File: src/core/dss_defs.vh
// Purpose: Shared constants of the disk start and seek control block.
// Assumes: A 50 MHz system clock.
// Notes:   Counts follow from their times.
`ifndef DSS_DEFS_VH
`define DSS_DEFS_VH

// **********
// Clock and time bases
// **********
`define DSS_CLK_HZ        50000000
`define DSS_CLR_MS        60
`define DSS_CLR_CYCLES    (`DSS_CLK_HZ / 1000 * `DSS_CLR_MS + 1)
`define DSS_TICK_HZ       50
`define DSS_TICK_CYCLES   (`DSS_CLK_HZ / `DSS_TICK_HZ)
`define DSS_GUARD_CYCLES  12'hBB8

// **********
// Timing counter taps, in 50 Hz steps
// **********
`define DSS_TC_W          12
`define DSS_TAP8          12'h07D
`define DSS_TAP30         12'h5DC
`define DSS_TAP60         12'hBB8

// **********
// Seek distance
// **********
`define DSS_DEC_LIMIT     8'h20
`define DSS_DIST_ZERO     8'h00
`define DSS_LOW_MSB       4
`define DSS_EXTRA_BIT     5

`endif

File: src/core/dss_diff_cnt.v
// Purpose: Seek difference counter, loaded and stepped down.
// Assumes: Load and step are same-clock logic; load wins.
// Notes:   The distance-equals-one flag is registered with the count.
`include "dss_defs.vh"
`default_nettype none

module dss_diff_cnt #(
	parameter W = 8
) (
	input  wire         i_clk,
	input  wire         i_rst_n,
	input  wire         i_load,
	input  wire [W-1:0] i_value,
	input  wire         i_dec,
	output reg  [W-1:0] o_count,
	output reg          o_one
);

	reg [W-1:0] cnt_d;

	// **********
	// Next count
	// **********
	// Load wins over a step arriving in the same cycle.
	always @* begin
		cnt_d = o_count;
		if (i_load) begin
			cnt_d = i_value;
		end else if (i_dec && (o_count != {W{1'b0}})) begin
			cnt_d = o_count - {{(W-1){1'b0}}, 1'b1};
		end
	end

	// Count and its distance-equals-one flag.
	always @(posedge i_clk or negedge i_rst_n) begin
		if (!i_rst_n) begin
			o_count <= {W{1'b0}};
			o_one   <= 1'b0;
		end else begin
			o_count <= cnt_d;
			o_one   <= (cnt_d == {{(W-1){1'b0}}, 1'b1});
		end
	end

endmodule

`default_nettype wire

File: src/core/dss_ctrl.v
// Purpose: Power-on, start, first seek, normal seek and write protection control.
// Assumes: All pins are asynchronous; the address is held around select.
// Notes:   Every output comes straight from a flip-flop.
//
// Contract
// - Write without erase over 60 us blocks.
// - Erase without write over 60 us blocks.
// - More than one head selected blocks.
// - Read with write or erase blocks.
// - Any enable while moving blocks.
// - Power clear over 60 ms, clears, sets prep.
// - Clear drives master clear, direction, loaded, seek.
// - Master clear: slow, edge select, count, decel.
// - Slow holds end-of-position reset, reduced speed.
// - Slow clears both head select bits.
// - No ready blocks start and fault set.
// - Button with ready sets start, removes clear.
// - Start releases counter, steps at 50 Hz.
// - Stage eight starts cleaning motor.
// - Thirty seconds done; parked stops motor.
// - Sixty tap fall ends cycle, starts first seek.
// - First seek zone exit, reverse, centre forward.
// - New versus old address sets direction.
// - Load difference, step down, flag one.
// - Select with seek command starts velocity seek.
// - Maximum deceleration below 32 remaining.
// - Last step ends count, toggles direction.
`include "dss_defs.vh"
`default_nettype none

module dss_ctrl #(
	parameter AW         = 8,
	parameter CLR_CYCLES = `DSS_CLR_CYCLES,
	parameter TICK_CYCLES = `DSS_TICK_CYCLES
) (
	input  wire          I_MCLK,
	input  wire          I_ARST_N,
	input  wire          I_START_BUTTON_PRESS,
	input  wire          I_READY_TO_OPERATE,
	input  wire          I_BRUSHES_PARKED,
	input  wire          I_OPTICAL_ZERO_ZONE,
	input  wire          I_EVEN_TRACK_AREA,
	input  wire          I_TRACK_CENTRE_ZERO,
	input  wire          I_TRACK_STEP_PULSE,
	input  wire          I_ON_CYLINDER_PREP,
	input  wire          I_WRITE_CURRENT,
	input  wire          I_ERASE_CURRENT,
	input  wire [3:0]    I_HEAD_ACTIVE,
	input  wire          I_READ_EN,
	input  wire          I_WRITE_EN,
	input  wire          I_ERASE_EN,
	input  wire          I_POSITIONER_MOVING,
	input  wire [AW-1:0] I_ADDR,
	input  wire          I_CONTROL_SELECT,
	input  wire          I_SEEK_COMMAND_LINE,
	input  wire          I_HEAD_SELECT_TAG,
	output reg           O_POWER_ON_CLEAR,
	output reg           O_MASTER_CLEAR,
	output reg           O_FAULT_LATCH,
	output reg           O_WRITE_BLOCK,
	output reg           O_START,
	output reg           O_PACK_MOTOR_ON,
	output reg           O_CARTRIDGE_EXCHANGE_PREP,
	output reg           O_CLEANING_MOTOR_ON,
	output reg           O_CLEANING_DONE,
	output reg           O_START_CYCLE_END,
	output reg           O_FIRST_SEEK_LATCH,
	output reg           O_FIRST_SEEK_FORWARD,
	output reg           O_PARK_POSITION_HOLD,
	output reg           O_CARTRIDGE_LOADED,
	output reg           O_NORMAL_SEEK,
	output reg           O_REVERSE_TO_ZERO_SEEK,
	output reg           O_FORWARD_DIRECTION,
	output reg           O_SLOW_MOTION,
	output reg           O_REDUCED_SPEED,
	output reg           O_POSITIVE_EDGE_SELECT,
	output reg  [1:0]    O_HEAD_SELECT,
	output reg           O_NORMAL_SEEK_PREP,
	output reg           O_COUNT_ENABLE,
	output reg           O_MAX_DECEL,
	output reg           O_END_OF_POSITION,
	output wire          O_DISTANCE_EQUALS_ONE,
	output reg  [4:0]    O_DISTANCE_LOW,
	output reg           O_DISTANCE_EXTRA
);

	localparam NS = 17 + 4 + AW;

	// **********
	// Functions
	// **********
	// Saturating increment of a guard timer, cleared when its condition drops.
	function [11:0] guard_next;
		input        cond;
		input [11:0] cnt;
		begin
			if (!cond) begin
				guard_next = 12'h000;
			end else if (cnt == `DSS_GUARD_CYCLES) begin
				guard_next = cnt;
			end else begin
				guard_next = cnt + 12'h001;
			end
		end
	endfunction

	// True when more than one bit of a head vector is set.
	function more_than_one;
		input [3:0] v;
		begin
			more_than_one = (v & (v - 4'h1)) != 4'h0;
		end
	endfunction

	// **********
	// Reset release and input synchronisers
	// **********
	reg          rst_s1_q;
	reg          rst_n_q;
	reg [NS-1:0] pin_s1_q;
	reg [NS-1:0] pin_q;

	// Reset is released through two flip-flops.
	always @(posedge I_MCLK or negedge I_ARST_N) begin
		if (!I_ARST_N) begin
			rst_s1_q <= 1'b0;
			rst_n_q  <= 1'b0;
		end else begin
			rst_s1_q <= 1'b1;
			rst_n_q  <= rst_s1_q;
		end
	end

	// Every pin passes two flip-flops before any logic reads it.
	always @(posedge I_MCLK or negedge rst_n_q) begin
		if (!rst_n_q) begin
			pin_s1_q <= {NS{1'b0}};
			pin_q    <= {NS{1'b0}};
		end else begin
			pin_s1_q <= {I_START_BUTTON_PRESS, I_READY_TO_OPERATE, I_BRUSHES_PARKED,
				I_OPTICAL_ZERO_ZONE, I_EVEN_TRACK_AREA, I_TRACK_CENTRE_ZERO, I_TRACK_STEP_PULSE,
				I_ON_CYLINDER_PREP, I_WRITE_CURRENT, I_ERASE_CURRENT, I_READ_EN, I_WRITE_EN,
				I_ERASE_EN, I_POSITIONER_MOVING, I_CONTROL_SELECT, I_SEEK_COMMAND_LINE,
				I_HEAD_SELECT_TAG, I_HEAD_ACTIVE, I_ADDR};
			pin_q    <= pin_s1_q;
		end
	end

	wire          btn      = pin_q[NS-1];
	wire          ready_to_operate      = pin_q[NS-2];
	wire          parked   = pin_q[NS-3];
	wire          optical_zero_zone      = pin_q[NS-4];
	wire          ao       = pin_q[NS-5];
	wire          track_centre_zero      = pin_q[NS-6];
	wire          step     = pin_q[NS-7];
	wire          oncyl    = pin_q[NS-8];
	wire          wcur     = pin_q[NS-9];
	wire          ecur     = pin_q[NS-10];
	wire          rd_en    = pin_q[NS-11];
	wire          wr_en    = pin_q[NS-12];
	wire          er_en    = pin_q[NS-13];
	wire          moving   = pin_q[NS-14];
	wire          cts      = pin_q[NS-15];
	wire          seek_cmd = pin_q[NS-16];
	wire          hs_tag   = pin_q[NS-17];
	wire [3:0]    heads    = pin_q[AW+3:AW];
	wire [AW-1:0] addr     = pin_q[AW-1:0];

	// Edge memories of the synchronised pins.
	reg btn_prev_q;
	reg cts_prev_q;
	reg step_prev_q;
	reg hs_prev_q;

	always @(posedge I_MCLK or negedge rst_n_q) begin
		if (!rst_n_q) begin
			btn_prev_q  <= 1'b0;
			cts_prev_q  <= 1'b0;
			step_prev_q <= 1'b0;
			hs_prev_q   <= 1'b0;
		end else begin
			btn_prev_q  <= btn;
			cts_prev_q  <= cts;
			step_prev_q <= step;
			hs_prev_q   <= hs_tag;
		end
	end

	wire btn_rise  = btn & ~btn_prev_q;
	wire cts_rise  = cts & ~cts_prev_q;
	wire step_rise = step & ~step_prev_q;
	wire hs_rise   = hs_tag & ~hs_prev_q;

	// **********
	// Power-on clear and master clear
	// **********
	reg [31:0] clr_cnt_q;

	// Power-on clear stays high for more than 60 ms after reset release.
	always @(posedge I_MCLK or negedge rst_n_q) begin
		if (!rst_n_q) begin
			clr_cnt_q        <= 32'h00000000;
			O_POWER_ON_CLEAR <= 1'b1;
		end else if (O_POWER_ON_CLEAR) begin
			clr_cnt_q        <= clr_cnt_q + 32'h00000001;
			O_POWER_ON_CLEAR <= (clr_cnt_q < CLR_CYCLES - 1);
		end
	end

	wire mc = O_MASTER_CLEAR;

	// Master clear follows power clear, lack of start, or a fault.
	always @(posedge I_MCLK or negedge rst_n_q) begin
		if (!rst_n_q) begin
			O_MASTER_CLEAR <= 1'b1;
		end else begin
			O_MASTER_CLEAR <= O_POWER_ON_CLEAR | ~O_START | O_FAULT_LATCH;
		end
	end

	// **********
	// Write protection
	// **********
	reg [11:0] wonly_q;
	reg [11:0] eonly_q;

	always @(posedge I_MCLK or negedge rst_n_q) begin
		if (!rst_n_q) begin
			wonly_q <= 12'h000;
			eonly_q <= 12'h000;
		end else begin
			wonly_q <= guard_next(wcur & ~ecur, wonly_q);
			eonly_q <= guard_next(ecur & ~wcur, eonly_q);
		end
	end

	// Over 60 us means the condition still holds once the timer is full.
	wire w_over  = (wonly_q == `DSS_GUARD_CYCLES) & wcur & ~ecur;
	wire e_over  = (eonly_q == `DSS_GUARD_CYCLES) & ecur & ~wcur;
	wire multi   = more_than_one(heads);
	wire rd_clash = rd_en & (wr_en | er_en);
	wire mv_clash = (rd_en | wr_en | er_en) & moving;
	wire unsafe  = w_over | e_over | multi | rd_clash | mv_clash;

	// Fault latch holds a check; writes are blocked while either stands.
	always @(posedge I_MCLK or negedge rst_n_q) begin
		if (!rst_n_q) begin
			O_FAULT_LATCH <= 1'b0;
			O_WRITE_BLOCK <= 1'b1;
		end else begin
			if (O_POWER_ON_CLEAR) begin
				O_FAULT_LATCH <= 1'b0;
			end else if (unsafe & ready_to_operate) begin
				O_FAULT_LATCH <= 1'b1;
			end
			O_WRITE_BLOCK <= unsafe | O_FAULT_LATCH;
		end
	end

	// **********
	// Start flags and timing counter
	// **********
	reg [31:0]          div_q;
	reg                 tick_q;
	reg [`DSS_TC_W-1:0] tc_q;
	reg                 sixty_prev_q;

	// Start needs ready; power clear resets start and pack motor.
	always @(posedge I_MCLK or negedge rst_n_q) begin
		if (!rst_n_q) begin
			O_START                   <= 1'b0;
			O_PACK_MOTOR_ON           <= 1'b0;
			O_CARTRIDGE_EXCHANGE_PREP <= 1'b0;
		end else if (O_POWER_ON_CLEAR) begin
			O_START                   <= 1'b0;
			O_PACK_MOTOR_ON           <= 1'b0;
			O_CARTRIDGE_EXCHANGE_PREP <= 1'b1;
		end else begin
			if (btn_rise & ready_to_operate) begin
				O_START         <= 1'b1;
				O_PACK_MOTOR_ON <= 1'b1;
			end
			if (O_START_CYCLE_END) begin
				O_CARTRIDGE_EXCHANGE_PREP <= 1'b0;
			end
		end
	end

	// The 50 Hz step enable.
	always @(posedge I_MCLK or negedge rst_n_q) begin
		if (!rst_n_q) begin
			div_q  <= 32'h00000000;
			tick_q <= 1'b0;
		end else if (div_q >= TICK_CYCLES - 1) begin
			div_q  <= 32'h00000000;
			tick_q <= 1'b1;
		end else begin
			div_q  <= div_q + 32'h00000001;
			tick_q <= 1'b0;
		end
	end

	// Counter held clear until start, then stepped up to the sixty-second tap.
	wire tc_clear  = ~O_START;
	wire tap8      = (tc_q >= `DSS_TAP8);
	wire tap30     = (tc_q >= `DSS_TAP30);
	wire sixty_tap = ~tc_clear & (tc_q < `DSS_TAP60);

	always @(posedge I_MCLK or negedge rst_n_q) begin
		if (!rst_n_q) begin
			tc_q         <= {`DSS_TC_W{1'b0}};
			sixty_prev_q <= 1'b0;
		end else begin
			if (tc_clear) begin
				tc_q <= {`DSS_TC_W{1'b0}};
			end else if (tick_q && (tc_q != `DSS_TAP60)) begin
				tc_q <= tc_q + {{(`DSS_TC_W-1){1'b0}}, 1'b1};
			end
			sixty_prev_q <= sixty_tap;
		end
	end

	// Cleaning motor and the end of the start cycle.
	always @(posedge I_MCLK or negedge rst_n_q) begin
		if (!rst_n_q) begin
			O_CLEANING_MOTOR_ON <= 1'b0;
			O_CLEANING_DONE     <= 1'b0;
			O_START_CYCLE_END   <= 1'b0;
		end else if (tc_clear) begin
			O_CLEANING_MOTOR_ON <= 1'b0;
			O_CLEANING_DONE     <= 1'b0;
			O_START_CYCLE_END   <= 1'b0;
		end else begin
			if (O_CLEANING_DONE & parked) begin
				O_CLEANING_MOTOR_ON <= 1'b0;
			end else if (tap8 & ~O_CLEANING_DONE) begin
				O_CLEANING_MOTOR_ON <= 1'b1;
			end
			if (tap30) begin
				O_CLEANING_DONE <= 1'b1;
			end
			O_START_CYCLE_END <= sixty_prev_q & ~sixty_tap;
		end
	end

	// **********
	// First seek
	// **********
	reg saw_zero_q;

	always @(posedge I_MCLK or negedge rst_n_q) begin
		if (!rst_n_q) begin
			O_FIRST_SEEK_LATCH   <= 1'b0;
			O_FIRST_SEEK_FORWARD <= 1'b0;
			O_PARK_POSITION_HOLD <= 1'b1;
			O_CARTRIDGE_LOADED   <= 1'b0;
			O_NORMAL_SEEK        <= 1'b0;
			saw_zero_q           <= 1'b0;
		end else if (mc) begin
			O_FIRST_SEEK_LATCH   <= 1'b0;
			O_FIRST_SEEK_FORWARD <= 1'b0;
			O_PARK_POSITION_HOLD <= 1'b1;
			O_CARTRIDGE_LOADED   <= 1'b0;
			O_NORMAL_SEEK        <= 1'b0;
			saw_zero_q           <= 1'b0;
		end else begin
			if (O_START_CYCLE_END & O_CARTRIDGE_EXCHANGE_PREP) begin
				O_FIRST_SEEK_LATCH   <= 1'b1;
				O_FIRST_SEEK_FORWARD <= 1'b1;
				O_PARK_POSITION_HOLD <= 1'b0;
				O_CARTRIDGE_LOADED   <= 1'b1;
			end
			if (O_FIRST_SEEK_LATCH & optical_zero_zone) begin
				saw_zero_q <= 1'b1;
			end
			if (~O_CARTRIDGE_LOADED) begin
				O_NORMAL_SEEK <= 1'b0;
			end else if (O_FIRST_SEEK_LATCH & saw_zero_q & ~ao & ~optical_zero_zone) begin
				O_NORMAL_SEEK        <= 1'b1;
				O_FIRST_SEEK_FORWARD <= 1'b0;
			end
		end
	end

	// Reverse-to-zero seek follows normal seek with slow motion.
	always @(posedge I_MCLK or negedge rst_n_q) begin
		if (!rst_n_q) begin
			O_REVERSE_TO_ZERO_SEEK <= 1'b0;
		end else begin
			O_REVERSE_TO_ZERO_SEEK <= O_NORMAL_SEEK & O_SLOW_MOTION & ~mc;
		end
	end

	// **********
	// Normal seek
	// **********
	reg  [AW-1:0] old_q;
	reg           rzs_prev_q;
	wire          seek_go = cts_rise & seek_cmd & O_NORMAL_SEEK & ~mc;
	wire          fwd_new = (addr > old_q);
	wire [AW-1:0] mag     = fwd_new ? (addr - old_q) : (old_q - addr);
	wire [AW-1:0] cnt;
	wire          last    = step_rise & O_COUNT_ENABLE & O_DISTANCE_EQUALS_ONE;

	dss_diff_cnt #(
		.W (AW)
	) u_cnt (
		.i_clk   (I_MCLK),
		.i_rst_n (rst_n_q),
		.i_load  (seek_go),
		.i_value (mag),
		.i_dec   (step_rise & O_COUNT_ENABLE),
		.o_count (cnt),
		.o_one   (O_DISTANCE_EQUALS_ONE)
	);

	// Old address, count enable and direction.
	always @(posedge I_MCLK or negedge rst_n_q) begin
		if (!rst_n_q) begin
			old_q               <= {AW{1'b0}};
			O_COUNT_ENABLE      <= 1'b0;
			O_FORWARD_DIRECTION <= 1'b0;
			O_NORMAL_SEEK_PREP  <= 1'b0;
			rzs_prev_q          <= 1'b0;
		end else if (mc) begin
			old_q               <= {AW{1'b0}};
			O_COUNT_ENABLE      <= 1'b0;
			O_FORWARD_DIRECTION <= 1'b0;
			O_NORMAL_SEEK_PREP  <= 1'b0;
			rzs_prev_q          <= 1'b0;
		end else begin
			rzs_prev_q         <= O_REVERSE_TO_ZERO_SEEK;
			O_NORMAL_SEEK_PREP <= cts & seek_cmd;
			if (seek_go) begin
				old_q               <= addr;
				O_FORWARD_DIRECTION <= fwd_new;
				O_COUNT_ENABLE      <= (mag != `DSS_DIST_ZERO);
			end else if (last) begin
				O_COUNT_ENABLE      <= 1'b0;
				O_FORWARD_DIRECTION <= ~O_FORWARD_DIRECTION;
			end else if (O_FIRST_SEEK_FORWARD & ~O_NORMAL_SEEK) begin
				O_FORWARD_DIRECTION <= 1'b1;
			end else if (O_REVERSE_TO_ZERO_SEEK & ~rzs_prev_q) begin
				O_FORWARD_DIRECTION <= 1'b0;
			end else if (O_REVERSE_TO_ZERO_SEEK & track_centre_zero) begin
				O_FORWARD_DIRECTION <= 1'b1;
			end
		end
	end

	// Deceleration drive and the speed profile bits.
	always @(posedge I_MCLK or negedge rst_n_q) begin
		if (!rst_n_q) begin
			O_MAX_DECEL      <= 1'b0;
			O_DISTANCE_LOW   <= 5'h00;
			O_DISTANCE_EXTRA <= 1'b0;
		end else begin
			O_MAX_DECEL      <= ~mc & O_COUNT_ENABLE & ~last & (cnt < `DSS_DEC_LIMIT);
			O_DISTANCE_LOW   <= cnt[`DSS_LOW_MSB:0];
			O_DISTANCE_EXTRA <= cnt[`DSS_EXTRA_BIT];
		end
	end

	// **********
	// Slow motion, end of position and head selection
	// **********
	always @(posedge I_MCLK or negedge rst_n_q) begin
		if (!rst_n_q) begin
			O_SLOW_MOTION          <= 1'b1;
			O_REDUCED_SPEED        <= 1'b1;
			O_END_OF_POSITION      <= 1'b0;
			O_POSITIVE_EDGE_SELECT <= 1'b1;
			O_HEAD_SELECT          <= 2'h0;
		end else begin
			if (mc) begin
				O_SLOW_MOTION <= 1'b1;
			end else if (oncyl) begin
				O_SLOW_MOTION <= 1'b0;
			end
			O_REDUCED_SPEED <= O_SLOW_MOTION | mc;
			if (O_SLOW_MOTION | mc | seek_go) begin
				O_END_OF_POSITION <= 1'b0;
			end else if (last) begin
				O_END_OF_POSITION <= 1'b1;
			end
			if (mc) begin
				O_POSITIVE_EDGE_SELECT <= 1'b1;
			end else if (seek_go) begin
				O_POSITIVE_EDGE_SELECT <= ~addr[0];
			end
			if (O_SLOW_MOTION) begin
				O_HEAD_SELECT <= 2'h0;
			end else if (hs_rise) begin
				O_HEAD_SELECT <= addr[1:0];
			end
		end
	end

endmodule

`default_nettype wire

File: config.mk
export PLATFORM = sky130hd
export DESIGN_NAME = dss_ctrl
export DESIGN_NICKNAME = d
export VERILOG_FILES = /design/src/core/dss_diff_cnt.v /design/src/core/dss_ctrl.v
export VERILOG_INCLUDE_DIRS = /design/src /design/src/core
export SDC_FILE = /design/constraint.sdc
export NUM_CORES = 1
export LEC_CHECK = 0
export ABC_AREA = 1
export BUFFER_PORTS_ARGS = -buffer_cell sky130_fd_sc_hd__buf_2
export CAP_MARGIN = 20
export CORE_ASPECT_RATIO = 0.7
export CORE_MARGIN = 2
export CORE_UTILIZATION = 40
export CTS_BUF_LIST = sky130_fd_sc_hd__clkbuf_4
export DETAILED_ROUTE_END_ITERATION = 16
export SLEW_MARGIN = 30
export SYNTH_ARGS = -nofsm -noshare
export SYNTH_HDL_FRONTEND = slang
export SYNTH_SLANG_ARGS = --single-unit
File: constraint.sdc
create_clock -name I_MCLK -period 9.1 [get_ports I_MCLK]
set_input_delay 1.82 -clock I_MCLK [delete_from_list [all_inputs] [get_ports I_MCLK]]
set_output_delay 1.82 -clock I_MCLK [all_outputs]
set_load 0.05 [all_outputs]
==> After elaboration in Yosys (flattened, before gate mapping) <==
Index checks and enable logic that the tools add are counted.
{ "totals": {"ff_bits": 215, "out_inout_bits": 33} }
{ "classes": {"mux": 58, "n_reduce_logical": 16, "bitwise_logic": 67, "n_addsub": 9, "order_cmp": 7, "n_eq_ne": 10} }
{ "ops": {"columns": ["operator", "count"], "rows": [
  ["two-way mux 12 bit", 6],
  ["adder 32 x 1 -> 32 bit, second input constant", 2],
  ["two-way mux 1 bit", 44],
  ["two-way mux 8 bit", 5],
  ["bitwise AND 1 bit", 37],
  ["adder 12 x 1 -> 12 bit, second input constant", 3],
  [">= comparator 32 x 20 -> 1 bit, second input constant", 1],
  ["< comparator 32 x 22 -> 1 bit, second input constant", 1],
  ["two-way mux 32 bit", 1],
  ["== test 12 bit, second input constant", 2],
  ["nonzero test 2 bit", 9],
  ["inverter 1 bit", 17],
  ["nonzero test 8 bit", 2],
  ["subtractor 8 bit", 2],
  [">= comparator 12 x 11 -> 1 bit, second input constant", 1],
  [">= comparator 12 x 7 -> 1 bit, second input constant", 1],
  ["< comparator 12 bit, second input constant", 1],
  ["!= test 12 bit, second input constant", 1],
  ["bitwise OR 1 bit", 12],
  ["== test 8 x 1 -> 1 bit, second input constant", 1],
  ["> comparator 8 bit", 1],
  ["< comparator 8 x 6 -> 1 bit, second input constant", 1],
  ["subtractor 8 x 1 -> 8 bit, second input constant", 1],
  ["nonzero test 6 bit", 1],
  ["10 further kinds", 14]
]} }

==> Longest topological paths before layout <==
Gate-level depths: netlist of run 1.
{ "logic_depth": {"ltp_word": 10, "mapped_depth": 17, "ltp_nobuf": 17} }

==> Cells and area by module <==
Synthesis of run 1 repeated with hierarchy kept, for this count alone.
{ "unflattened": {"cells_unflattened": 1059, "hier_area_um2": 9801.9} }
{ "modules_own_cells": {"columns": ["module", "area_per_inst_um2", "seq_area_each_um2", "instances", "cells_per_inst"], "rows": [
  ["dss_ctrl", 9087.5, 5163.7, 1, 952],
  ["dss_diff_cnt", 714.4, 225.2, 1, 107]
]} }

==> Least setup slack after synthesis of run 1 <==
Ideal clock, no wire load.
{ "synth_path": {"kind": "register to output", "from": "register O_CARTRIDGE_LOADED (netlist name)", "to": "output O_FIRST_SEEK_LATCH", "required_ps": 7280, "arrival_time_ps": 939, "path_slack_ps": 6341, "path_stages_with_launch": 2, "path_cell_list": "dfrtp_1 buf_4"} }
{ "synth_rtl": {"columns": ["element", "line_no", "rtl"], "rows": [
  ["end: declaration", "dss_ctrl.v:67", "output reg O_FIRST_SEEK_LATCH,"]
]} }

==> Worst setup path after layout of run 1 <==
{ "layout_path": {"from": "register O_POWER_ON_CLEAR", "to": "output O_POWER_ON_CLEAR"} }
{ "layout_rtl": {"columns": ["element", "line_no", "rtl"], "rows": [
  ["start: declaration", "dss_ctrl.v:57", "output reg O_POWER_ON_CLEAR,"],
  ["start signal: assignment", "dss_ctrl.v:206", "O_POWER_ON_CLEAR <= (clr_cnt_q < CLR_CYCLES - 1);"]
]} }
No word-level cell between the ends.

==> flow_summary.ini, run 1 <==
[placement]
place_area_um2 = 10500
dpl.hpwl_um = 14300
io_buffers = 63
pre_cts_slack_ns = 6.32
globalplace.congestion = 0.826

[critical_path]
cp_top_family = flip-flops
critPathCaptureType = output port
worstPathArrival_ns = 1.68
worstSetupPathType = reg -> out
crit_path_cell_trace = buf_2
critPathBufInv = 1
worstPathRequired_ns = 7.28
cp_slowest_cell = dfstp_2
critPathMaxFanout = 12
crit_path_start_kind = flop
max_stage_delay_ns = 0.68

[timing]
slew_headroom = 0.462
setup_slack_ns = 5.60
max_slew.worst_pin.slew_ns = 0.804
finalCritPeriodShare = 0.385
hold_viol = 0
setup_viol = 0
fin_crit_ns = 3.50
skew_ns = 0.0290
slew_viol_final = 0
final.setup.tns_ns = 0
timing.fmax_mhz = 286
rsz0062_at_grt = no

[floorplan]
core_um2 = 23800
die_w_um = 191
ios = 64
num_rows = 47
dieArea_um2 = 25700
start_util = 0.410
die_y_um = 135

[drt]
antenna_left = 0
wl_met2_um = 8040
drcViolationCount = 0
m1WireLength_um = 10500
wire_per_inst_um = 13.1
met3RoutedLength_um = 1200
highest_layer = met4
drt-pass1-iter-count = 5
routed_wl_um = 20300
routed_via_density = 4.69
via_count = 7252
drt_iter0_markers = 454

[final_layout]
final_nets = 1251
drive_gt1_frac = 0.156
syn2layout_area_growth_pct = 13.8
finalInstanceArea_um2 = 11100
fillers = 2328

[grt]
grt_pass1_vias = 6965
grt_pass1_wl_um = 34600
grt_max_degree = 137
antenna_found_initial = 1
grtUsageTotal = 0.168
grt.overflow.total = 0

[yosys]
syn_area_um2 = 9760
yosysWarnings = 0
yosysMostFrequentCell = nand2_1
synth-edff-count = 0
yosysTopAreaCellShare = 0.533
synth_cells = 1076
synth-main-ff-cell = dfrtp_1
synth_top_area_cell = dfrtp_1
yosys.cell_types.count = 47
yosys-top-cells-count = nand2_1 (219), dfrtp_1 (208), inv_1 (147), nor2_1 (96), nand3_1 (77)
ys_seq_area_frac = 0.552
synth_area_leaders = dfrtp_1 (53%), nand2_1 (8.4%), inv_1 (5.7%), nand3_1 (3.9%), nor2_1 (3.7%)
avgSynthCellArea_um2 = 9.07
synth-async-reset-ratio = 1.00
synth-seq-cells = 215

[clock_network]
ctsHtreeMaxLevel = 2
clockBufferDepth = 3
postCtsSetupRepairBufs = 0
cts_tree = yes
numCtsBuffers = 54
cts_resized = 0
cts_root_buffer = clkbuf_4
clkSinkCount = 215
ctsHoldBuffers = 0
clkLatencyLatePin_ns = 0.70
cts.clk_slew.worst_paths_ns = 0.07

[power]
leakage_nw = 5.45
peakVddDrop_mv = 0.0917
power_density_nw_per_um2 = 172
finalPower_mw = 1.91

[min_path]
hold_path.class = reg -> async

[job]
drv_cap = 0

[status]
status = finished clean
-- state kept, by name, indices dropped and copies added (netlist names), 2 cells and up --
register	cells
wonly_q	12
u_cnt.o_count	8
eonly_q	12
clr_cnt_q	32
O_DISTANCE_LOW	5
div_q	32
tc_q	12
pin_s1_q	29
pin_q	29
old_q	8
O_HEAD_SELECT	2
-- metrics by stage --
stage,utilization,std cells,hold WS [ns]
2_1_floorplan,-,1087,0.331
4_1_cts,0.466,1546,0.311
3_3_place_gp,0.439,1453,0.333
5_1_grt,0.466,1547,0.331
6_report,0.466,1547,0.294
3_5_place_dp,0.440,1454,0.310
-- area by class of cell --
type                    instances  area [um2]  area share
flip-flops and latches        215        5390       0.485
multi-input cells             701        3740       0.336
inverters                     155         582      0.0524
clock buffers                  74         556      0.0500
well taps                     318         398      0.0358
repair buffers                 65         363      0.0327
clock inverters                18        78.8     0.00710
diodes                          1        2.50    0.000225
-- power by group --
part	internal [mW]	total (mW)	switching, mW	leakage [nW]
combinational	0.0423	0.125	0.0829	2.31
clock	0.376	0.767	0.391	0.375
sequential	0.991	1.02	0.0279	2.77
total	1.41	1.91	0.502	5.45
-- final timing paths --
kind | start | end | slack (ns) | cells after the start
min reg2reg | rst_n_q | wonly_q[8] | 0.29 | 0
min | rst_n_q | wonly_q[8] | 0.29 | 0
max in group asynchronous | rst_n_q | tc_q[8] | 7.48 | 2
min in group I_MCLK | pin_s1_q[17] | pin_q[17] | 0.34 | 0
max | O_POWER_ON_CLEAR | O_POWER_ON_CLEAR | 5.60 | 1
max reg2reg | O_NORMAL_SEEK | u_cnt.o_one | 6.55 | 11
-- cell usage in the layout, fill, tap and decap left out, types with 23 or more instances in the layout --
cell / netlist / layout
dfrtp_1: 208 / 207
ha_1: 26 / 26
inv_1: 147 / 147
nand4_1: 23 / 23
nand2_1: 219 / 219
nand3_1: 77 / 77
buf_2: 5 / 63
nor3_1: 36 / 36
clkbuf_4: 0 / 74
a21oi_1: 42 / 42
o21ai_0: 46 / 46
xor2_1: 35 / 35
nor2_1: 96 / 96
-- layer usage --
layer / track usage / up-vias
met5: 0 / -
met4: 0.0672 / 0
met3: 0.0439 / 43
met2: 0.226 / 168
met1: 0.255 / 3337
li1: - / 3704
-- kinds of logic (layout without fill, tap and decap cells) --
| family | count (synthesis) | in the layout | synth area share |
|---|---|---|---|
| adder cells (fa/ha/maj) | 28 | 28 | 0.0374 |
| AND/OR/NAND/NOR | 499 | 499 | 0.233 |
| buffers and inverters | 171 | 312 | 0.0691 |
| XOR/XNOR | 51 | 51 | 0.0458 |
| other | 2 | 14 | 0.000770 |
| flip-flops | 215 | 215 | 0.552 |
| AO/OA/AOI/OAI | 110 | 110 | 0.0618 |
Power figures use the tool's default switching activity.
==> run 2, diff against run 1 <==
==> constraint.sdc (replaced) <==
create_clock -name I_MCLK -period 2.9 [get_ports I_MCLK]
set_input_delay 0.58 -clock I_MCLK [delete_from_list [all_inputs] [get_ports I_MCLK]]
set_output_delay 0.58 -clock I_MCLK [all_outputs]
set_load 0.05 [all_outputs]
==> flow_summary.ini, run 2 (same netlist as run 1, synthesis figures left out) <==
[timing]
finalCritPeriodShare = 0.828
hold_viol = 0
timing.fmax_mhz = 417
slew_viol_final = 0
final.setup.tns_ns = 0
slew_headroom = 0.502
skew_ns = 0.0359
rsz0062_at_grt = no
setup_viol = 0
fin_hold_ws_ns = 0.0661
max_slew.worst_pin.slew_ns = 0.747
fin_crit_ns = 2.40

[power]
pwr-share-clk = 0.407
switching_share = 0.263
power_frac_seq = 0.524
p_switching_mw = 1.60
internal_power_mw = 4.50
peakVddDrop_mv = 0.478
leakage_nw = 5.63
pwr-share-comb = 0.069
power_density_nw_per_um2 = 531

[min_path]
worstHoldStart = I_TRACK_STEP_PULSE
hold_depth = 1
hold_end = pin_s1_q[22]
hold_path.class = in -> reg

[critical_path]
r2r_setup_slack_ns = 0.50
reg2regPathDepth = 17
rr_startpoint = pin_q[0]
critPathMaxFanout = 11
critPathCaptureType = flop
worstPathRequired_ns = 3.51
reg2reg_to = u_cnt.o_one
worstPathArrival_ns = 3.01
crit_path_start_kind = flop
worstSetupPathType = reg -> reg

[grt]
grt_pass1_vias = 7249
grtUsageTotal = 0.172
grt.overflow.total = 0
grt_max_degree = 53
antenna_found_initial = 1
grt_pass1_wl_um = 35500

[drt]
drcViolationCount = 0
drt_iter0_markers = 474
wire_per_inst_um = 12.9
antenna_left = 0
routed_via_density = 4.67
via_count = 7424
routed_wl_um = 20500
drt-pass1-iter-count = 5

[floorplan]
die_y_um = 135
die_w_um = 191
ios = 64
dieArea_um2 = 25700
core_um2 = 23800
start_util = 0.410
num_rows = 47

[clock_network]
clockBufferDepth = 3
cts_tree = yes
postCtsSetupRepairBufs = 0
clkSinkCount = 215
ctsHtreeMaxLevel = 2
clkLatencyLatePin_ns = 0.67
numCtsBuffers = 53
cts_root_buffer = clkbuf_4
ctsHoldBuffers = 29
cts.clk_slew.worst_paths_ns = 0.07
cts_resized = 0

[final_layout]
syn2layout_area_growth_pct = 17.8
layout_commonest_cell = nand2_1
drive_gt1_frac = 0.159
finalInstanceArea_um2 = 11500
largestRegisters = clr_cnt_q: 32 flops, div_q: 32 flops
final_cell_mix = nand2_1 (219), dfrtp_1 (207), inv_1 (147), nor2_1 (96), nand3_1 (77)
final_nets = 1287

[placement]
io_buffers = 63
dpl.hpwl_um = 14600
globalplace.congestion = 0.869
place_area_um2 = 10500

[status]
status = finished clean

[job]
drv_cap = 0
==> run 2: cell types whose count changed in the layout (fill, tap and decap cells not counted), moves of 2 or more <==
cell           before  now
dlygate4sd3_1       0   29
buf_12              1    3
buf_4               0    7
clkinv_2            2    8
clkinv_1           14   16
clkbuf_4           74   70
==> run 2: how the worst max path moves through the flow <==
stage                        start                         to  cells past startpoint
final                     pin_q[0]                u_cnt.o_one                     17
after global routing      pin_q[0]                u_cnt.o_one                     17
after CTS                 pin_q[0]                u_cnt.o_one                     17
after detailed placement  pin_q[0]                u_cnt.o_one                     17
after global placement    pin_q[0]                u_cnt.o_one                     17
after floorplan            rst_n_q  O_CARTRIDGE_EXCHANGE_PREP                      0
==> run 2: routing by layer <==
layer	up-vias	GRT usage	share of wire
li1	3785	-	-
met2	164	0.242	0.41
met3	46	0.0366	0.050
met1	3429	0.262	0.52
met5	-	0	0
met4	0	0.0564	0.020
==> run 2: worst max-delay path: stages, from the launching register on <==
cell	delay, ns
dfrtp_1	0.38
inv_1	0.09
ha_1	0.15
inv_1	0.07
fa_1	0.43
nand2_1	0.09
nand2_1	0.11
nand3_2	0.11
nand2_4	0.08
nand2_2	0.21
inv_1	0.11
nand2_1	0.08
nand2_1	0.06
nand2_1	0.06
nand2_1	0.07
nor2_1	0.09
nand2_1	0.08
nor2_2	0.07
==> run 2: area by class of cell <==
cell class / instances / area [um2]
fill: 2302 / 12300
sequential: 215 / 5390
multi-input combinational: 701 / 3740
timing repair buffer: 102 / 718
inverter: 155 / 582
clock buffer: 70 / 526
tap: 318 / 398
clock inverter: 27 / 145
antenna: 1 / 2.50
==> run 2: power by group through the flow <==
stage	logic (mW)	clock network, mW	registers, mW
2_1_floorplan	0.241	0	3.28
3_3_place_gp	0.392	0	3.26
3_5_place_dp	0.399	0	3.26
4_1_cts	0.428	2.62	3.20
5_1_grt	0.492	2.77	3.22
6_report	0.423	2.49	3.20
==> run 2: through the flow <==
step / std cells / utilization / total power [mW] / setup slack (ns)
2_1_floorplan: 1087 / - / 3.52 / 0.721
3_3_place_gp: 1462 / 0.442 / 3.65 / 0.605
3_5_place_dp: 1462 / 0.442 / 3.65 / 0.542
4_1_cts: 1588 / 0.483 / 6.25 / 0.516
5_1_grt: 1589 / 0.483 / 6.48 / 0.249
6_report: 1589 / 0.483 / 6.11 / 0.499
==> run 3, diff against run 2 <==
--- a/config.mk
+++ b/config.mk
@@ -6,7 +6,7 @@
 export SDC_FILE = /design/constraint.sdc
 export NUM_CORES = 1
 export LEC_CHECK = 0
-export ABC_AREA = 1
+export ABC_AREA = 0
 export BUFFER_PORTS_ARGS = -buffer_cell sky130_fd_sc_hd__buf_2
 export CAP_MARGIN = 20
 export CORE_ASPECT_RATIO = 0.7
==> constraint.sdc (replaced) <==
create_clock -name I_MCLK -period 2.1 [get_ports I_MCLK]
set_input_delay 0.42 -clock I_MCLK [delete_from_list [all_inputs] [get_ports I_MCLK]]
set_output_delay 0.42 -clock I_MCLK [all_outputs]
set_load 0.05 [all_outputs]
==> flow_summary.ini, run 3 <==
[status]
status = complete, but fails checks
violations = negative setup slack

[final_layout]
largestRegisters = clr_cnt_q: 32 flops, div_q: 32 flops
regArea_um2 = 5390
layout_commonest_cell = dfrtp_1
fin_cells = 1405
drive_gt1_frac = 0.274
final_nets = 1113
antenna_cells = 0
syn2layout_area_growth_pct = 28.3
multi_input_area_um2 = 3690
fillers = 1997
final_cell_mix = dfrtp_1 (207), buf_4 (90), clkbuf_4 (87), nor2_1 (77)
finalInstanceArea_um2 = 11700

[yosys]
synth-main-ff-cell = dfrtp_1
synth_top_area_cell = dfrtp_1
syn_area_um2 = 9140
yosys.cell_types.count = 63
synth_cells = 816
synth-edff-count = 0
yosys-top-cells-count = dfrtp_1 (208), nor2_1 (81), nand2_1 (61), xnor2_1 (51), nand3_1 (45)
yosysTopAreaCellShare = 0.570
yosysWarnings = 0
ys_seq_area_frac = 0.590
avgSynthCellArea_um2 = 11.2
synth-seq-cells = 215
synth-async-reset-ratio = 1.00
synth_area_leaders = dfrtp_1 (57%), xnor2_1 (4.9%), ha_1 (3.6%), xor2_1 (3.4%), nor2_1 (3.3%)
yosysMostFrequentCell = dfrtp_1

[floorplan]
die_y_um = 130
core_um2 = 22600
num_rows = 46
start_util = 0.405
ios = 64
die_w_um = 185
dieArea_um2 = 24100

[grt]
grtUsageTotal = 0.163
grt.overflow.total = 0
grt_max_degree = 66
antenna_found_initial = 0
grt_pass1_wl_um = 31300
grt_pass1_vias = 6459

[timing]
setup_slack_ns = -0.405
fin_crit_ns = 2.51
finalCritPeriodShare = 1.19
timing.fmax_mhz = 399
max_slew.worst_pin.slew_ns = 0.556
slew_viol_final = 0
slew_headroom = 0.626
rsz0062_at_grt = yes
skew_ns = 0.0515
setup_viol = 8
hold_viol = 0

[placement]
io_buffers = 63
globalplace.congestion = 0.837
place_area_um2 = 10500
pre_cts_slack_ns = -0.431
dpl.hpwl_um = 12500
placed_cells_incl_taps = 1271

[critical_path]
crit_path_start_kind = flop
worstSetupPathType = reg -> reg
worstPathRequired_ns = 2.67
worstPathArrival_ns = 3.08
critPathMaxFanout = 7
critPathCaptureType = flop

[drt]
antenna_left = 0
wire_per_inst_um = 13.3
drt_iter0_markers = 428
drt-pass1-iter-count = 4
via_count = 6515
drcViolationCount = 0
routed_via_density = 4.64
routed_wl_um = 18600

[clock_network]
cts_tree = yes
numCtsBuffers = 53
ctsHtreeMaxLevel = 2
clkSinkCount = 215
clkLatencyLatePin_ns = 0.67
cts_root_buffer = clkbuf_4
clockBufferDepth = 3
cts.clk_slew.worst_paths_ns = 0.08

[min_path]
hold_path.class = in -> async

[job]
drv_cap = 0

[power]
leakage_nw = 5.40
peakVddDrop_mv = 0.309
power_density_nw_per_um2 = 729
[run 3: changes by cell type after synthesis, sizes merged, moves of 23 or more]
| cell | delta |
|---|---|
| inv | -112 |
| nand2 | -168 |
| o21ai | -26 |
| xnor2 | +35 |
| nand3 | -34 |
| nor2 | -23 |
[run 3: logic make-up (layout without fill, tap and decap cells)]
logic type	Yosys count	in the layout	synth area share
AND/OR/NAND/NOR	317	317	0.176
flip-flops	215	215	0.590
AO/OA/AOI/OAI	93	93	0.0687
XOR/XNOR	86	86	0.0824
buffers and inverters	61	327	0.0266
adder cells (fa/ha/maj)	29	29	0.0411
multiplexers	13	13	0.0145
other	2	13	0.000822
[run 3: cell type report]
cell class,instances,area share
sequential,215,0.460
multi-input combinational,551,0.315
timing repair buffer,190,0.120
clock buffer,86,0.0551
tap,312,0.0333
inverter,43,0.0138
clock inverter,8,0.00278
[run 3: routing by layer]
layer,vias to the layer above,global-route usage,share of wire
li1,3270,-,-
met1,3063,0.246,0.54
met2,144,0.221,0.38
met3,38,0.0455,0.059
met4,0,0.0602,0.023
met5,-,0,0
[run 3: worst paths after layout]
| check | start | cells past startpoint | slack [ns] | endpoint |
|---|---|---|---|---|
| max reg2reg | pin_q[0] | 11 | -0.41 | u_cnt.o_one |
| max in group asynchronous | rst_n_q | 1 | 1.07 | O_PARK_POSITION_HOLD |
| min reg2reg | rst_n_q | 0 | 0.28 | pin_q[20] |
| min in group I_MCLK | pin_s1_q[14] | 0 | 0.33 | pin_q[14] |
| max | pin_q[0] | 11 | -0.41 | u_cnt.o_one |
| min | I_ARST_N | 2 | 0.12 | rst_s1_q |
[run 3: critical path: stages (launching register included)]
cell	delay, ns
dfrtp_1	0.38
inv_1	0.06
ha_2	0.18
inv_2	0.04
fa_2	0.37
nand3_2	0.10
a21o_1	0.19
a21o_4	0.20
mux2i_1	0.22
xor2_1	0.23
o21ai_1	0.12
a2111oi_2	0.33
[run 3: metrics by stage]
stage	TNS, ns	hold WS [ns]	total power [mW]	util
2_1_floorplan	-16.72	0.124	4.87	-
3_3_place_gp	-1.69	0.206	5.10	0.467
3_5_place_dp	-2.03	0.208	5.11	0.467
4_1_cts	-1.66	0.0225	8.70	0.512
5_1_grt	-3.06	0.0670	9.04	0.520
6_report	-1.66	0.124	8.55	0.520
[run 3: where the power goes]
part	leakage, nW	switching [mW]	internal, mW
Combinational	2.22	0.350	0.355
Clock	0.416	1.61	1.84
Sequential	2.77	0.108	4.29
[run 3: what timing repair did]
| action | 4_1_cts | 5_1_grt |
|---|---|---|
| cloned | 0 | 2 |
| pin swaps | 4 | 10 |
| endpoints found under the setup margin | 33 | 40 |
| hold endpoints to repair | 31 | 0 |
| hold buffers | 30 | 0 |
| setup buffers | 2 | 6 |
| resized for setup | 14 | 25 |
